File: config.mk
export PLATFORM = sky130hd
export DESIGN_NAME = digital_io_channel_modes
export DESIGN_NICKNAME = d
export VERILOG_FILES = /design/src/core/dio_pkg.sv /design/src/core/dio_chan_if.sv /design/src/core/dio_input_channel.sv /design/src/core/digital_io_channel_modes.sv
export VERILOG_INCLUDE_DIRS = /design/src /design/src/core
export SDC_FILE = /design/constraint.sdc
export NUM_CORES = 2
export LEC_CHECK = 0
export ABC_CLOCK_PERIOD_IN_PS = 9850
export BUFFER_PORTS_ARGS = -buffer_cell sky130_fd_sc_hd__clkbuf_2
export CORE_UTILIZATION = 65
export CTS_CLUSTER_DIAMETER = 40
export DETAILED_ROUTE_END_ITERATION = 8
export GPL_ROUTABILITY_DRIVEN = 0
export PLACE_DENSITY = 0.82
export SLEW_MARGIN = 10
export SYNTH_ARGS = -nofsm -noshare
export SYNTH_HDL_FRONTEND = slang
export SYNTH_SLANG_ARGS = --single-unit
File: constraint.sdc
create_clock -name CLK_SYS -period 9.85 [get_ports CLK_SYS]
set_input_delay 0.4925 -clock CLK_SYS [delete_from_list [all_inputs] [get_ports CLK_SYS]]
set_output_delay 0.4925 -clock CLK_SYS [all_outputs]
set_load 0.01 [all_outputs]
File: src/core/dio_map.svh
`ifndef DIO_MAP_SVH
`define DIO_MAP_SVH
// ==========================================================================
// timing
`define CLK_PERIOD_NS   10
`define TICK_TIME_NS    100000
`define TICKS_PER_MS    10
`define LOCATE_TIME_MS  10000
`define GATE_TIME_MS    1000
// ==========================================================================
// register addresses
`define A_CTRL          8'h00
`define A_HOST_IDLE     8'h04
`define A_PEER_IDLE     8'h08
`define A_DO_VALUE      8'h0c
`define A_FAILSAFE      8'h10
`define A_STATUS        8'h14
`define A_DI_LEVEL      8'h18
`define A_LATCH         8'h1c
`define A_CNT_CMD       8'h20
`define A_DO_MODE       8'h24
`define CH_REGION       2'h1
`define CH_CFG          2'h0
`define CH_WIDTH        2'h1
`define CH_COUNT        2'h2
`define CH_FREQ         2'h3
// ==========================================================================
// field positions
`define CTRL_LOCATE     0
`define CTRL_PEER_EN    1
`define CMD_START       0
`define CMD_STOP        8
`define CMD_CLEAR       16
`define CFG_MODE        0
`define CFG_INVERT      3
`define CFG_FILTER      4
`define CFG_RETAIN      5
`define WID_LOW         0
`define WID_HIGH        16
`define ST_HOST_TO      0
`define ST_PEER_TO      1
`define ST_LOCATE       2
`endif

File: src/core/dio_pkg.sv
package dio_pkg;
  typedef enum logic [2:0]
  {
    MODE_LEVEL = 3'h0,
    MODE_COUNT = 3'h1,
    MODE_RISE  = 3'h2,
    MODE_FALL  = 3'h3,
    MODE_FREQ  = 3'h4
  } di_mode_t;
  typedef enum logic [1:0]
  {
    WD_IDLE = 2'h0,
    WD_RUN  = 2'h1,
    WD_TRIP = 2'h3
  } wd_state_t;
endpackage

File: src/core/dio_chan_if.sv
`timescale 1ns/1ps
interface dio_chan_if;
  import dio_pkg::*;
  di_mode_t    mode;
  logic        invert;
  logic        filter_en;
  logic        retain;
  logic        cold;
  logic [15:0] min_low;
  logic [15:0] min_high;
  logic        start;
  logic        stop;
  logic        clear;
  logic        clr_latch;
  logic        gate;
  logic        level;
  logic        latch;
  logic        running;
  logic [31:0] count;
  logic [31:0] freq;
  modport ctl (output mode, invert, filter_en, retain, cold, min_low, min_high, start, stop,
               clear, clr_latch, gate, input level, latch, running, count, freq);
  modport chan (input mode, invert, filter_en, retain, cold, min_low, min_high, start, stop,
                clear, clr_latch, gate, output level, latch, running, count, freq);
endinterface

File: src/core/dio_input_channel.sv
`timescale 1ns/1ps
`include "dio_map.svh"
module dio_input_channel
  import dio_pkg::*;
(
  input logic         clk,   // system clock
  input logic         srst,  // synchronous reset
  input logic         tick,  // 0.1 ms enable
  input logic         din,   // raw input pin
  dio_chan_if.chan    ch     // configuration and results
);
  logic        raw;
  logic        level_q;
  logic        prev_q;
  logic        rise;
  logic        fall;
  logic        run;
  logic        latch_q;
  logic [15:0] stable_cnt;
  logic [15:0] need;
  logic [31:0] cnt;
  logic [31:0] edges;
  logic [31:0] freq_q;

  // ========================================================================
  // inversion and glitch filter
  assign raw  = din ^ ch.invert;
  assign need = raw ? ch.min_high : ch.min_low;

  always_ff @(posedge clk)
  begin
    if (srst)
    begin
      level_q    <= 1'b0;
      stable_cnt <= 16'h0;
    end
    else if (!ch.filter_en)
    begin
      level_q    <= raw;
      stable_cnt <= 16'h0;
    end
    else if (raw == level_q)
      stable_cnt <= 16'h0;
    else if (tick)
    begin
      if ({1'b0, stable_cnt} + 17'h1 >= {1'b0, need})
      begin
        level_q    <= raw;
        stable_cnt <= 16'h0;
      end
      else
        stable_cnt <= stable_cnt + 16'h1;
    end
  end

  always_ff @(posedge clk)
  begin
    if (srst)
      prev_q <= 1'b0;
    else
      prev_q <= level_q;
  end
  assign rise = level_q & ~prev_q;
  assign fall = ~level_q & prev_q;

  // ========================================================================
  // counter
  always_ff @(posedge clk)
  begin
    if (srst)
      run <= 1'b0;
    else if (ch.start)
      run <= 1'b1;
    else if (ch.stop)
      run <= 1'b0;
  end

  always_ff @(posedge clk)
  begin
    if (srst)
    begin
      if (ch.cold || !ch.retain)
        cnt <= 32'h0;
    end
    else if (ch.clear)
      cnt <= 32'h0;
    else if (ch.mode == MODE_COUNT && run && rise)
      cnt <= cnt + 32'h1;
  end

  // ========================================================================
  // edge latch, set wins over clear
  always_ff @(posedge clk)
  begin
    if (srst)
      latch_q <= 1'b0;
    else if ((ch.mode == MODE_RISE && rise) || (ch.mode == MODE_FALL && fall))
      latch_q <= 1'b1;
    else if (ch.clr_latch)
      latch_q <= 1'b0;
  end

  // ========================================================================
  // frequency: rising edges per gate interval
  always_ff @(posedge clk)
  begin
    if (srst || ch.mode != MODE_FREQ)
    begin
      edges  <= 32'h0;
      freq_q <= 32'h0;
    end
    else if (ch.gate)
    begin
      freq_q <= edges + {31'h0, rise};
      edges  <= 32'h0;
    end
    else if (rise)
      edges <= edges + 32'h1;
  end

  assign ch.level   = level_q;
  assign ch.latch   = latch_q;
  assign ch.running = run;
  assign ch.count   = cnt;
  assign ch.freq    = freq_q;

  // ========================================================================
  // checks
  property p_latch_hold;
    @(posedge clk) disable iff (srst) latch_q && !ch.clr_latch |=> latch_q;
  endproperty
  a_latch_hold: assert property (p_latch_hold) else $error("latch dropped");

  property p_rise_sets;
    @(posedge clk) disable iff (srst) ch.mode == MODE_RISE && rise |=> latch_q;
  endproperty
  a_rise_sets: assert property (p_rise_sets) else $error("rise not latched");

  property p_fall_sets;
    @(posedge clk) disable iff (srst) ch.mode == MODE_FALL && fall |=> latch_q;
  endproperty
  a_fall_sets: assert property (p_fall_sets) else $error("fall not latched");

  property p_stopped_frozen;
    @(posedge clk) disable iff (srst) !run && !ch.clear |=> $stable(cnt);
  endproperty
  a_stopped_frozen: assert property (p_stopped_frozen) else $error("count moved");

  property p_filter_tick;
    @(posedge clk) disable iff (srst)
      ch.filter_en && $past(ch.filter_en) && $changed(level_q) |-> $past(tick);
  endproperty
  a_filter_tick: assert property (p_filter_tick) else $error("filter off tick");

  property p_no_filter;
    @(posedge clk) disable iff (srst) !ch.filter_en |=> level_q == $past(raw);
  endproperty
  a_no_filter: assert property (p_no_filter) else $error("bad unfiltered level");

  c_latch_set: cover property (@(posedge clk) disable iff (srst) !latch_q ##1 latch_q);
  c_count_up: cover property (@(posedge clk) disable iff (srst) run ##1 $changed(cnt));
endmodule // dio_input_channel

File: src/core/digital_io_channel_modes.sv
// Chosen here: the register offsets and strobed register access.
`timescale 1ns/1ps
`include "dio_map.svh"
// Function
// - locate lights status indicator ten seconds
// - fail-safe channel driven high on timeout
// - host silence beyond idle time trips
// - peer silence trips, safety value sent
// - each input takes one of five modes
// - inversion complements the sampled input level
// - filter rejects pulses below programmed widths
// - level mode reports processed input state
// - counter mode counts processed input pulses
// - host starts and stops each counter
// - clear command zeroes the count
// - retain keeps count across power loss
// - readable count tracks live count
// - rising edge sets latch status
// - latch holds until host clears it
// - falling edge sets latch status
// - frequency mode measures input frequency
// - outputs offer four output modes; do_mode is only stored and read back, every output drives the direct value
// - direct mode drives host written value
// - output levels readable as status
module digital_io_channel_modes
  import dio_pkg::*;
#(
  parameter int N_IN         = 4,
  parameter int N_OUT        = 4,
  parameter int TICK_CYCLES  = `TICK_TIME_NS / `CLK_PERIOD_NS,
  parameter int LOCATE_TICKS = `LOCATE_TIME_MS * `TICKS_PER_MS,
  parameter int GATE_TICKS   = `GATE_TIME_MS * `TICKS_PER_MS
)
(
  input  logic             CLK_SYS,        // 100 MHz clock
  input  logic             SRST,           // synchronous reset, high
  input  logic             COLD_START,     // reset also clears retained counts
  input  logic [7:0]       ADDR,           // register byte address
  input  logic [31:0]      WDATA,          // write data
  input  logic             WR,             // write strobe
  input  logic             RD,             // read strobe
  output logic [31:0]      RDATA,          // read data, cycle after RD
  input  logic [N_IN-1:0]  DIN,            // field inputs
  input  logic             HOST_PKT,       // pulse per host packet
  input  logic             PEER_PKT,       // pulse per peer packet
  output logic [N_OUT-1:0] DO,             // field outputs
  output logic [N_IN-1:0]  DI_LED,         // processed input indicators
  output logic             LED_STATUS,     // status indicator
  output logic             PEER_SAFE_SEND  // pulse: send safety value
);
  localparam int TW = $clog2(TICK_CYCLES);
  localparam int LW = $clog2(LOCATE_TICKS + 1);
  localparam int GW = $clog2(GATE_TICKS);

  logic [TW-1:0]    tick_cnt;
  logic             tick;
  logic [GW-1:0]    gate_cnt;
  logic             gate;
  logic [LW-1:0]    locate_cnt;
  logic             peer_en;
  logic [15:0]      idle [2];
  logic [15:0]      elapsed [2];
  wd_state_t        wd_st [2];
  logic [1:0]       wd_en;
  logic [1:0]       pkt;
  logic             peer_prev;
  logic [N_OUT-1:0] do_value;
  logic [N_OUT-1:0] failsafe;
  logic [7:0]       do_mode;
  logic [5:0]       cfg [N_IN];
  logic [31:0]      wid [N_IN];
  logic [N_IN-1:0]  retain;
  logic [N_IN-1:0]  start_p;
  logic [N_IN-1:0]  stop_p;
  logic [N_IN-1:0]  clear_p;
  logic [N_IN-1:0]  clr_latch_p;
  logic [N_IN-1:0]  lvl;
  logic [N_IN-1:0]  lat;
  logic [N_IN-1:0]  run;
  logic [31:0]      cnt_a [N_IN];
  logic [31:0]      frq_a [N_IN];
  logic             ch_hit;
  logic [1:0]       ch_idx;
  logic [31:0]      next_rdata;

  assign ch_hit = (ADDR[7:6] == `CH_REGION) && ({30'h0, ADDR[5:4]} < N_IN);
  assign ch_idx = ADDR[5:4];

  // ========================================================================
  // time base
  always_ff @(posedge CLK_SYS)
  begin
    if (SRST || tick)
      tick_cnt <= '0;
    else
      tick_cnt <= tick_cnt + 1'b1;
  end
  assign tick = (tick_cnt == TW'(TICK_CYCLES - 1));

  always_ff @(posedge CLK_SYS)
  begin
    if (SRST || gate)
      gate_cnt <= '0;
    else if (tick)
      gate_cnt <= gate_cnt + 1'b1;
  end
  assign gate = tick && (gate_cnt == GW'(GATE_TICKS - 1));

  // ========================================================================
  // global registers
  always_ff @(posedge CLK_SYS)
  begin
    if (SRST)
    begin
      peer_en  <= 1'b0;
      idle[0]  <= 16'h0;
      idle[1]  <= 16'h0;
      do_value <= '0;
      failsafe <= '0;
      do_mode  <= 8'h0;
    end
    else if (WR)
    begin
      case (ADDR)
        `A_CTRL:      peer_en  <= WDATA[`CTRL_PEER_EN];
        `A_HOST_IDLE: idle[0]  <= WDATA[15:0];
        `A_PEER_IDLE: idle[1]  <= WDATA[15:0];
        `A_DO_VALUE:  do_value <= WDATA[N_OUT-1:0];
        `A_FAILSAFE:  failsafe <= WDATA[N_OUT-1:0];
        `A_DO_MODE:   do_mode  <= WDATA[7:0];
        default:      peer_en  <= peer_en;
      endcase
    end
  end

  // ========================================================================
  // locate
  always_ff @(posedge CLK_SYS)
  begin
    if (SRST)
      locate_cnt <= '0;
    else if (WR && ADDR == `A_CTRL && WDATA[`CTRL_LOCATE])
      locate_cnt <= LW'(LOCATE_TICKS);
    else if (tick && locate_cnt != '0)
      locate_cnt <= locate_cnt - 1'b1;
  end

  always_ff @(posedge CLK_SYS)
  begin
    if (SRST)
      LED_STATUS <= 1'b0;
    else
      LED_STATUS <= (locate_cnt != '0);
  end

  // ========================================================================
  // host and peer watchdogs
  assign wd_en = {peer_en && idle[1] != 16'h0, idle[0] != 16'h0};
  assign pkt   = {PEER_PKT, HOST_PKT};

  for (genvar w = 0; w < 2; w++)
  begin : g_wd
    always_ff @(posedge CLK_SYS)
    begin
      if (SRST || !wd_en[w])
      begin
        wd_st[w]   <= WD_IDLE;
        elapsed[w] <= 16'h0;
      end
      else
      begin
        case (wd_st[w])
          WD_IDLE:
          begin
            wd_st[w]   <= WD_RUN;
            elapsed[w] <= 16'h0;
          end
          WD_RUN:
          begin
            if (pkt[w])
              elapsed[w] <= 16'h0;
            else if (tick && elapsed[w] >= idle[w])
              wd_st[w] <= WD_TRIP;
            else if (tick)
              elapsed[w] <= elapsed[w] + 16'h1;
          end
          WD_TRIP:
          begin
            if (pkt[w])
            begin
              wd_st[w]   <= WD_RUN;
              elapsed[w] <= 16'h0;
            end
          end
          default:
            wd_st[w] <= WD_IDLE;
        endcase
      end
    end
  end

  always_ff @(posedge CLK_SYS)
  begin
    if (SRST)
    begin
      peer_prev      <= 1'b0;
      PEER_SAFE_SEND <= 1'b0;
    end
    else
    begin
      peer_prev      <= (wd_st[1] == WD_TRIP);
      PEER_SAFE_SEND <= (wd_st[1] == WD_TRIP) && !peer_prev;
    end
  end

  // ========================================================================
  // outputs: every output mode falls back to direct level
  always_ff @(posedge CLK_SYS)
  begin
    if (SRST)
      DO <= '0;
    else if (wd_st[0] == WD_TRIP)
      DO <= do_value | failsafe;
    else
      DO <= do_value;
  end

  always_ff @(posedge CLK_SYS)
  begin
    if (SRST)
      DI_LED <= '0;
    else
      DI_LED <= lvl;
  end

  // ========================================================================
  // input channels
  for (genvar i = 0; i < N_IN; i++)
  begin : g_ch
    dio_chan_if cif ();

    always_ff @(posedge CLK_SYS)
    begin
      if (SRST)
      begin
        cfg[i] <= 6'h0;
        wid[i] <= {16'h1, 16'h1};
      end
      else if (WR && ch_hit && ch_idx == 2'(i))
      begin
        if (ADDR[3:2] == `CH_CFG)
          cfg[i] <= WDATA[5:0];
        if (ADDR[3:2] == `CH_WIDTH)
          wid[i] <= WDATA;
      end
    end

    always_ff @(posedge CLK_SYS)
    begin
      if (SRST && COLD_START)
        retain[i] <= 1'b0;
      else if (!SRST && WR && ch_hit && ch_idx == 2'(i) && ADDR[3:2] == `CH_CFG)
        retain[i] <= WDATA[`CFG_RETAIN];
    end

    always_ff @(posedge CLK_SYS)
    begin
      if (SRST)
      begin
        start_p[i]     <= 1'b0;
        stop_p[i]      <= 1'b0;
        clear_p[i]     <= 1'b0;
        clr_latch_p[i] <= 1'b0;
      end
      else
      begin
        start_p[i]     <= WR && ADDR == `A_CNT_CMD && WDATA[`CMD_START + i];
        stop_p[i]      <= WR && ADDR == `A_CNT_CMD && WDATA[`CMD_STOP + i];
        clear_p[i]     <= WR && ADDR == `A_CNT_CMD && WDATA[`CMD_CLEAR + i];
        clr_latch_p[i] <= WR && ADDR == `A_LATCH && WDATA[i];
      end
    end

    assign cif.mode      = di_mode_t'(cfg[i][`CFG_MODE +: 3]);
    assign cif.invert    = cfg[i][`CFG_INVERT];
    assign cif.filter_en = cfg[i][`CFG_FILTER];
    assign cif.retain    = retain[i];
    assign cif.cold      = COLD_START;
    assign cif.min_low   = wid[i][`WID_LOW +: 16];
    assign cif.min_high  = wid[i][`WID_HIGH +: 16];
    assign cif.start     = start_p[i];
    assign cif.stop      = stop_p[i];
    assign cif.clear     = clear_p[i];
    assign cif.clr_latch = clr_latch_p[i];
    assign cif.gate      = gate;
    assign lvl[i]        = cif.level;
    assign lat[i]        = cif.latch;
    assign run[i]        = cif.running;
    assign cnt_a[i]      = cif.count;
    assign frq_a[i]      = cif.freq;

    dio_input_channel u_ch
    (
      .clk  (CLK_SYS),
      .srst (SRST),
      .tick (tick),
      .din  (DIN[i]),
      .ch   (cif.chan)
    );
  end

  // ========================================================================
  // read path
  always_comb
  begin
    next_rdata = 32'h0;
    if (ch_hit)
    begin
      case (ADDR[3:2])
        `CH_CFG:   next_rdata = {26'h0, retain[ch_idx], cfg[ch_idx][4:0]};
        `CH_WIDTH: next_rdata = wid[ch_idx];
        `CH_COUNT: next_rdata = cnt_a[ch_idx];
        `CH_FREQ:  next_rdata = frq_a[ch_idx];
        default:   next_rdata = 32'h0;
      endcase
    end
    else
    begin
      case (ADDR)
        `A_CTRL:      next_rdata = {30'h0, peer_en, 1'b0};
        `A_HOST_IDLE: next_rdata = {16'h0, idle[0]};
        `A_PEER_IDLE: next_rdata = {16'h0, idle[1]};
        `A_DO_VALUE:  next_rdata = 32'(DO);
        `A_FAILSAFE:  next_rdata = 32'(failsafe);
        `A_STATUS:    next_rdata = {29'h0, LED_STATUS, wd_st[1] == WD_TRIP,
                                    wd_st[0] == WD_TRIP};
        `A_DI_LEVEL:  next_rdata = 32'(lvl);
        `A_LATCH:     next_rdata = 32'(lat);
        `A_CNT_CMD:   next_rdata = 32'(run);
        `A_DO_MODE:   next_rdata = {24'h0, do_mode};
        default:      next_rdata = 32'h0;
      endcase
    end
  end

  always_ff @(posedge CLK_SYS)
  begin
    if (SRST || !RD)
      RDATA <= 32'h0;
    else
      RDATA <= next_rdata;
  end

  // ========================================================================
  // checks
  property p_failsafe_high;
    @(posedge CLK_SYS) disable iff (SRST) wd_st[0] == WD_TRIP |=> (DO & $past(failsafe))
      == $past(failsafe);
  endproperty
  a_failsafe_high: assert property (p_failsafe_high) else $error("fail-safe not high");

  property p_direct;
    @(posedge CLK_SYS) disable iff (SRST) wd_st[0] != WD_TRIP |=> DO == $past(do_value);
  endproperty
  a_direct: assert property (p_direct) else $error("output not direct");

  property p_host_trip;
    @(posedge CLK_SYS) disable iff (SRST)
      wd_en[0] && wd_st[0] == WD_RUN && tick && !HOST_PKT && elapsed[0] >= idle[0]
      |=> wd_st[0] == WD_TRIP;
  endproperty
  a_host_trip: assert property (p_host_trip) else $error("host watchdog missed");

  property p_peer_send;
    @(posedge CLK_SYS) disable iff (SRST)
      $rose(wd_st[1] == WD_TRIP) |=> PEER_SAFE_SEND ##1 !PEER_SAFE_SEND;
  endproperty
  a_peer_send: assert property (p_peer_send) else $error("peer safety not sent");

  property p_locate_on;
    @(posedge CLK_SYS) disable iff (SRST)
      WR && ADDR == `A_CTRL && WDATA[`CTRL_LOCATE] |=> ##1 LED_STATUS;
  endproperty
  a_locate_on: assert property (p_locate_on) else $error("locate led off");

  property p_status_read;
    @(posedge CLK_SYS) disable iff (SRST)
      RD && ADDR == `A_DO_VALUE |=> RDATA == 32'($past(DO));
  endproperty
  a_status_read: assert property (p_status_read) else $error("bad output status");

  c_host_trip: cover property (@(posedge CLK_SYS) disable iff (SRST) $rose(wd_st[0] == WD_TRIP));
  c_locate_end: cover property (@(posedge CLK_SYS) disable iff (SRST) $fell(LED_STATUS));
  c_peer_send: cover property (@(posedge CLK_SYS) disable iff (SRST) PEER_SAFE_SEND);
endmodule // digital_io_channel_modes

==> summary.txt <==
YOSYS
------------------------------------------------------------------------------------
Multiplexer fraction of the synthesized cell area .....................       7.624%
Share of async-settable or async-resettable flops after synthesis .....           0%
Flip-flop and latch count after synthesis .............................          801
Yosys Warn Count ......................................................            0
Adder-cell share of the synthesized area ..............................       3.536%
Share of the synthesized netlist area taken by xor and xnor gates .....       9.602%
Netlist area before placement .........................................  42820 sq um
Share of synthesized cell area in and, or, nand and nor gates .........       22.41%
Mean post-synth cell area .............................................  9.692 sq um
Largest family of logic cells by synthesized area ..................... simple AND/OR/NAND/NOR gates
Cells after synthesis .................................................         4418
Number of synthesized flops with an enable pin ........................          344
Most instantiated flip-flop cell in the synthesis netlist ............. sky130_fd_sc_hd__dfxtp_1
Unique masters post-synth .............................................           83
Mapped Nets ...........................................................         4590
Sequential-to-total area share from yosys stat ........................       45.49%
Synthesized-area fraction occupied by ao, oa, aoi and oai cells .......       7.805%

DIE
------------------------------------------------------------------------------------
I/O pin total .........................................................           93
Site row count ........................................................           93
Starting density of the core ..........................................       66.06%
Std-Cell Core Area ....................................................  64810 sq um
Die outline height ....................................................     258.7 um
Die outline area ......................................................  66900 sq um
Width of the die ......................................................     258.7 um

MIN PATH
------------------------------------------------------------------------------------
Worst hold stages .....................................................            2
Kind of path behind the tightest hold check ...........................    in -> reg
Worst hold endpoint ...................................................   wid[3][30]
Min-delay src .........................................................    WDATA[30]

CLOCK TREE
------------------------------------------------------------------------------------
Library cell used as clock root buffer ................................ sky130_fd_sc_hd__clkbuf_16
Latest clock arrival within the worst-skew pair .......................       690 ps
Post-CTS setup repair buffer count ....................................            0
# resized after CTS ...................................................            0
Clock tree from TritonCTS .............................................         done
Sink count of the clock tree ..........................................          801
Clock transition at the registers of the reported paths ...............        60 ps
Maximum level of the CTS H-tree .......................................            3
Max Buffers Root-to-Sink ..............................................            3
Hold bufs inserted after CTS ..........................................            0
CTS buffer count ......................................................          113

SETUP PATH
------------------------------------------------------------------------------------
Internal reg-to-reg setup slack .......................................      5840 ps
Critical path class ...................................................   reg -> reg
Cell with the largest stage delay on the worst path ................... sky130_fd_sc_hd__nor4_1
Worst Reg-to-Reg Cells ................................................           13
Arrival time of data at the critical path endpoint ....................      4630 ps
Sort of element at the end of the critical path .......................         flop
Delay of the slowest cell on the worst path ...........................       680 ps
Critical Path RT ......................................................     10470 ps
Maximum fanout count along the critical path ..........................           20
Worst path cell trace ................................................. ha_1 -> nand3_1 -> nor4_1 -> nand2b_1 -> nand2_1 -> ha_1 -> nand4_1 -> or4_1 -> a31oi_1 -> nor3_2 -> buf_4 -> a2111o_1 -> nand3_1
Nature of the critical path startpoint ................................         flop
CP delay by family, top ............................................... simple AND/OR/NAND/NOR gates
Worst reg2reg startpoint .............................................. g_ch[3].u_ch.stable_cnt[0]
Count of buffering cells on the critical path with inverters included .            1
Critical R2R Capture .................................................. g_ch[3].u_ch.ch.level

ROUTING
------------------------------------------------------------------------------------
Vias/cell .............................................................        6.462
Residual DRC count ....................................................            0
Average wire per standard cell ........................................     22.57 um
DRT Wirelength ........................................................     120.7 mm
First-pass iteration count of the detailed router .....................            8
DRC marker count from the first detailed-route iteration ..............         4096
DR vias ...............................................................        34540
ANT nets after route ..................................................            0

POWER AND IR DROP
------------------------------------------------------------------------------------
Comb pwr share ........................................................         5.9%
Largest vdd supply drop ...............................................  0.0001538 V
Power spent charging and discharging nets .............................     2.088 mW
Net switching share of the total power ................................       24.36%
Sequential share of power .............................................        42.9%
Total leakage power ...................................................     16.51 nW
Cell-internal power ...................................................     6.483 mW
Power density relative to cell area ................................... 180.0 nW/um^2
Clock group share of total power ......................................        51.2%

JOB
------------------------------------------------------------------------------------
Max Cap Viol ..........................................................            0

STA
------------------------------------------------------------------------------------
Setup repair after global routing missed its margin ...................           no
Total negative setup slack ............................................         0 ps
Fin crit share ........................................................       40.72%
Highest attainable clock frequency ....................................   0.2493 GHz
Count of pins over their slew limit ...................................            0
Max-slew headroom .....................................................       15.61%
Number of hold-slack violations in the final timing report ............            0
Post-layout min period ................................................      4011 ps
Post-Route Skew .......................................................     32.06 ps
Measured slew at the worst slew-check pin .............................      1263 ps
Final setup violation count ...........................................            0

CELLS AND AREA
------------------------------------------------------------------------------------
Share of layout cells above drive strength 1 ..........................       11.36%
Count of filler cells inserted in the layout ..........................         4272
Core utilization of the finished layout ...............................       73.47%
Total Nets Final ......................................................         4560
Final cell count without fillers ......................................         5346
Area Growth Syn to Fin ................................................       11.22%
Design Area, Final ....................................................  47620 sq um

GLOBAL ROUTE
------------------------------------------------------------------------------------
Global routing usage summed across all routing layers .................       35.77%
Maximum number of pins on one net before global-route repair ..........          249
Via count of the first global-routing pass ............................        32970
Overflow left after global routing ....................................            0
Initial antenna violation count .......................................            8
Wire length of the first global-routing pass ..........................     186.1 mm

PLACEMENT
------------------------------------------------------------------------------------
Placement-stage cell area .............................................  43460 sq um
Port Buffers ..........................................................           92
Number of instances in the placed design ..............................         5128
HPWL after DPL ........................................................     83.26 mm

RUN STATUS
------------------------------------------------------------------------------------
Run status ............................................................    completed

==> flip-flops by register name, summed over array words and instances, names as in the netlist, 8 cells and up <==
register / count
gate_cnt: 14
elapsed: 32
cfg: 20
idle: 32
g_ch.u_ch.stable_cnt: 64
g_ch.u_ch.ch.count: 128
RDATA: 32
g_ch.u_ch.ch.freq: 128
do_mode: 8
tick_cnt: 14
locate_cnt: 17
wid: 128
g_ch.u_ch.edges: 128
==> layer usage <==
metal / GRT usage (%) / vias to the layer above / wire length, um
met5: 0 / - / 63
met4: 21.79 / 10 / 8450
met3: 8.549 / 438 / 13000
met2: 56.94 / 2037 / 55500
met1: 44.16 / 16350 / 43660
li1: - / 15710 / -
==> power by group through the flow <==
stage | logic [mW] | registers [mW] | clock network (mW)
after floorplan | 0.337 | 3.69 | 0
after global placement | 0.474 | 3.73 | 0
after detailed placement | 0.486 | 3.73 | 0
after CTS | 0.495 | 3.67 | 4.40
after global routing | 0.537 | 3.68 | 4.54
final | 0.509 | 3.67 | 4.39
==> per-stage QoR <==
step / hold slack, ps / power (mW) / setup WS [ps]
finish: 150.3 / 8.571 / 5839
global placement: 392.4 / 4.204 / 6076
detailed placement: 394.4 / 4.219 / 6006
floorplan: 373.2 / 4.026 / 6294
global route: 140.5 / 8.755 / 5473
CTS: 125.2 / 8.558 / 5903
==> cell usage in the layout (no fill, tap or decap), types with 41 or more instances in the layout <==
cell and instances:
sky130_fd_sc_hd__clkbuf_2 89, sky130_fd_sc_hd__a21oi_1 167, sky130_fd_sc_hd__nand2b_1 45, sky130_fd_sc_hd__dfxtp_1 457, sky130_fd_sc_hd__nand4_1 127, sky130_fd_sc_hd__inv_1 85, sky130_fd_sc_hd__nor3_1 84, sky130_fd_sc_hd__mux4_2 109
sky130_fd_sc_hd__clkbuf_16 117, sky130_fd_sc_hd__nor4_1 41, sky130_fd_sc_hd__or3_1 41, sky130_fd_sc_hd__and2_1 153, sky130_fd_sc_hd__and3_1 66, sky130_fd_sc_hd__xor2_1 236, sky130_fd_sc_hd__a211oi_1 126, sky130_fd_sc_hd__mux2i_1 73
sky130_fd_sc_hd__nor2_1 647, sky130_fd_sc_hd__edfxtp_1 344, sky130_fd_sc_hd__nand2_1 430, sky130_fd_sc_hd__o21ai_0 45, sky130_fd_sc_hd__nand3_1 198, sky130_fd_sc_hd__xnor2_1 226, sky130_fd_sc_hd__ha_1 121
==> how the worst max path moves through the flow <==
stage	from	to	cells past startpoint
global placement	DIN[1]	g_ch[1].u_ch.ch.level	11
floorplan	DIN[3]	g_ch[3].u_ch.ch.level	11
detailed placement	ADDR[5]	do_mode[2]	8
finish	g_ch[3].u_ch.stable_cnt[0]	g_ch[3].u_ch.ch.level	13
CTS	g_ch[3].u_ch.stable_cnt[0]	g_ch[3].u_ch.ch.level	13
global route	g_ch[3].u_ch.stable_cnt[0]	g_ch[3].u_ch.ch.level	13
==> kinds of logic (layout without fill, tap and decap cells) <==
family,Yosys count,in the layout
buffers and inverters,358,429
flip-flops,801,801
multiplexers,189,189
AND/OR/NAND/NOR,1976,1976
XOR/XNOR,466,466
AO/OA/AOI/OAI,507,507
adder cells (fa/ha/maj),121,121
other,0,2
==> synthesized netlist by cell type, drive strengths merged (4+ instances only) <==
library cell / instances / share of area [%]
nor2: 650 / 5.7
dfxtp: 457 / 21
nand2: 430 / 3.8
edfxtp: 344 / 24
xor2: 236 / 4.8
xnor2: 230 / 4.8
nand3: 198 / 2.3
clkbuf: 168 / 1.5
a21oi: 167 / 2.0
and2: 156 / 2.3
a211oi: 130 / 2.3
nand4: 130 / 1.9
ha: 121 / 3.5
mux4: 109 / 5.7
buf: 103 / 1.3
nor3: 88 / 1.1
inv: 86 / 0.75
mux2i: 73 / 1.7
and3: 66 / 0.96
nor4: 48 / 0.82
o21ai: 47 / 0.55
nand2b: 46 / 0.67
or3: 45 / 0.70
a22oi: 37 / 0.65
and4: 31 / 0.63
o22ai: 22 / 0.32
nand3b: 18 / 0.32
or2: 17 / 0.25
nor2b: 16 / 0.23
or4: 16 / 0.30
a21o: 14 / 0.25
a31oi: 13 / 0.19
a31o: 12 / 0.25
a22o: 8 / 0.16
a2111oi: 7 / 0.14
a211o: 7 / 0.14
mux2: 7 / 0.18
o211ai: 6 / 0.11
o31ai: 6 / 0.11
nand4b: 5 / 0.10
o21bai: 5 / 0.088
and3b: 4 / 0.082
o32a: 4 / 0.094
or4b: 4 / 0.094
==> cell type report <==
cell class	instances	area [sq um]	share of cell area, %
Antenna cell	2	5.005	0.01051
Clock buffer	126	2992	6.282
Clock inverter	90	1154	2.423
Inverter	87	326.6	0.6858
Multi-Input combinational cell	3259	21850	45.89
Sequential cell	801	19480	40.90
Tap cell	855	1070	2.247
Timing Repair Buffer	126	743.2	1.561
==> worst register-to-register path, stage by stage, from the launching register on <==
cell and delay, ps:
sky130_fd_sc_hd__dfxtp_1 420, sky130_fd_sc_hd__ha_1 250, sky130_fd_sc_hd__nand3_1 220, sky130_fd_sc_hd__nor4_1 680
sky130_fd_sc_hd__nand2b_1 210, sky130_fd_sc_hd__nand2_1 80, sky130_fd_sc_hd__ha_1 330, sky130_fd_sc_hd__nand4_1 140
sky130_fd_sc_hd__or4_1 530, sky130_fd_sc_hd__a31oi_1 310, sky130_fd_sc_hd__nor3_2 90, sky130_fd_sc_hd__buf_4 220
sky130_fd_sc_hd__a2111o_1 410, sky130_fd_sc_hd__nand3_1 60
Power figures use the tool's default switching activity.
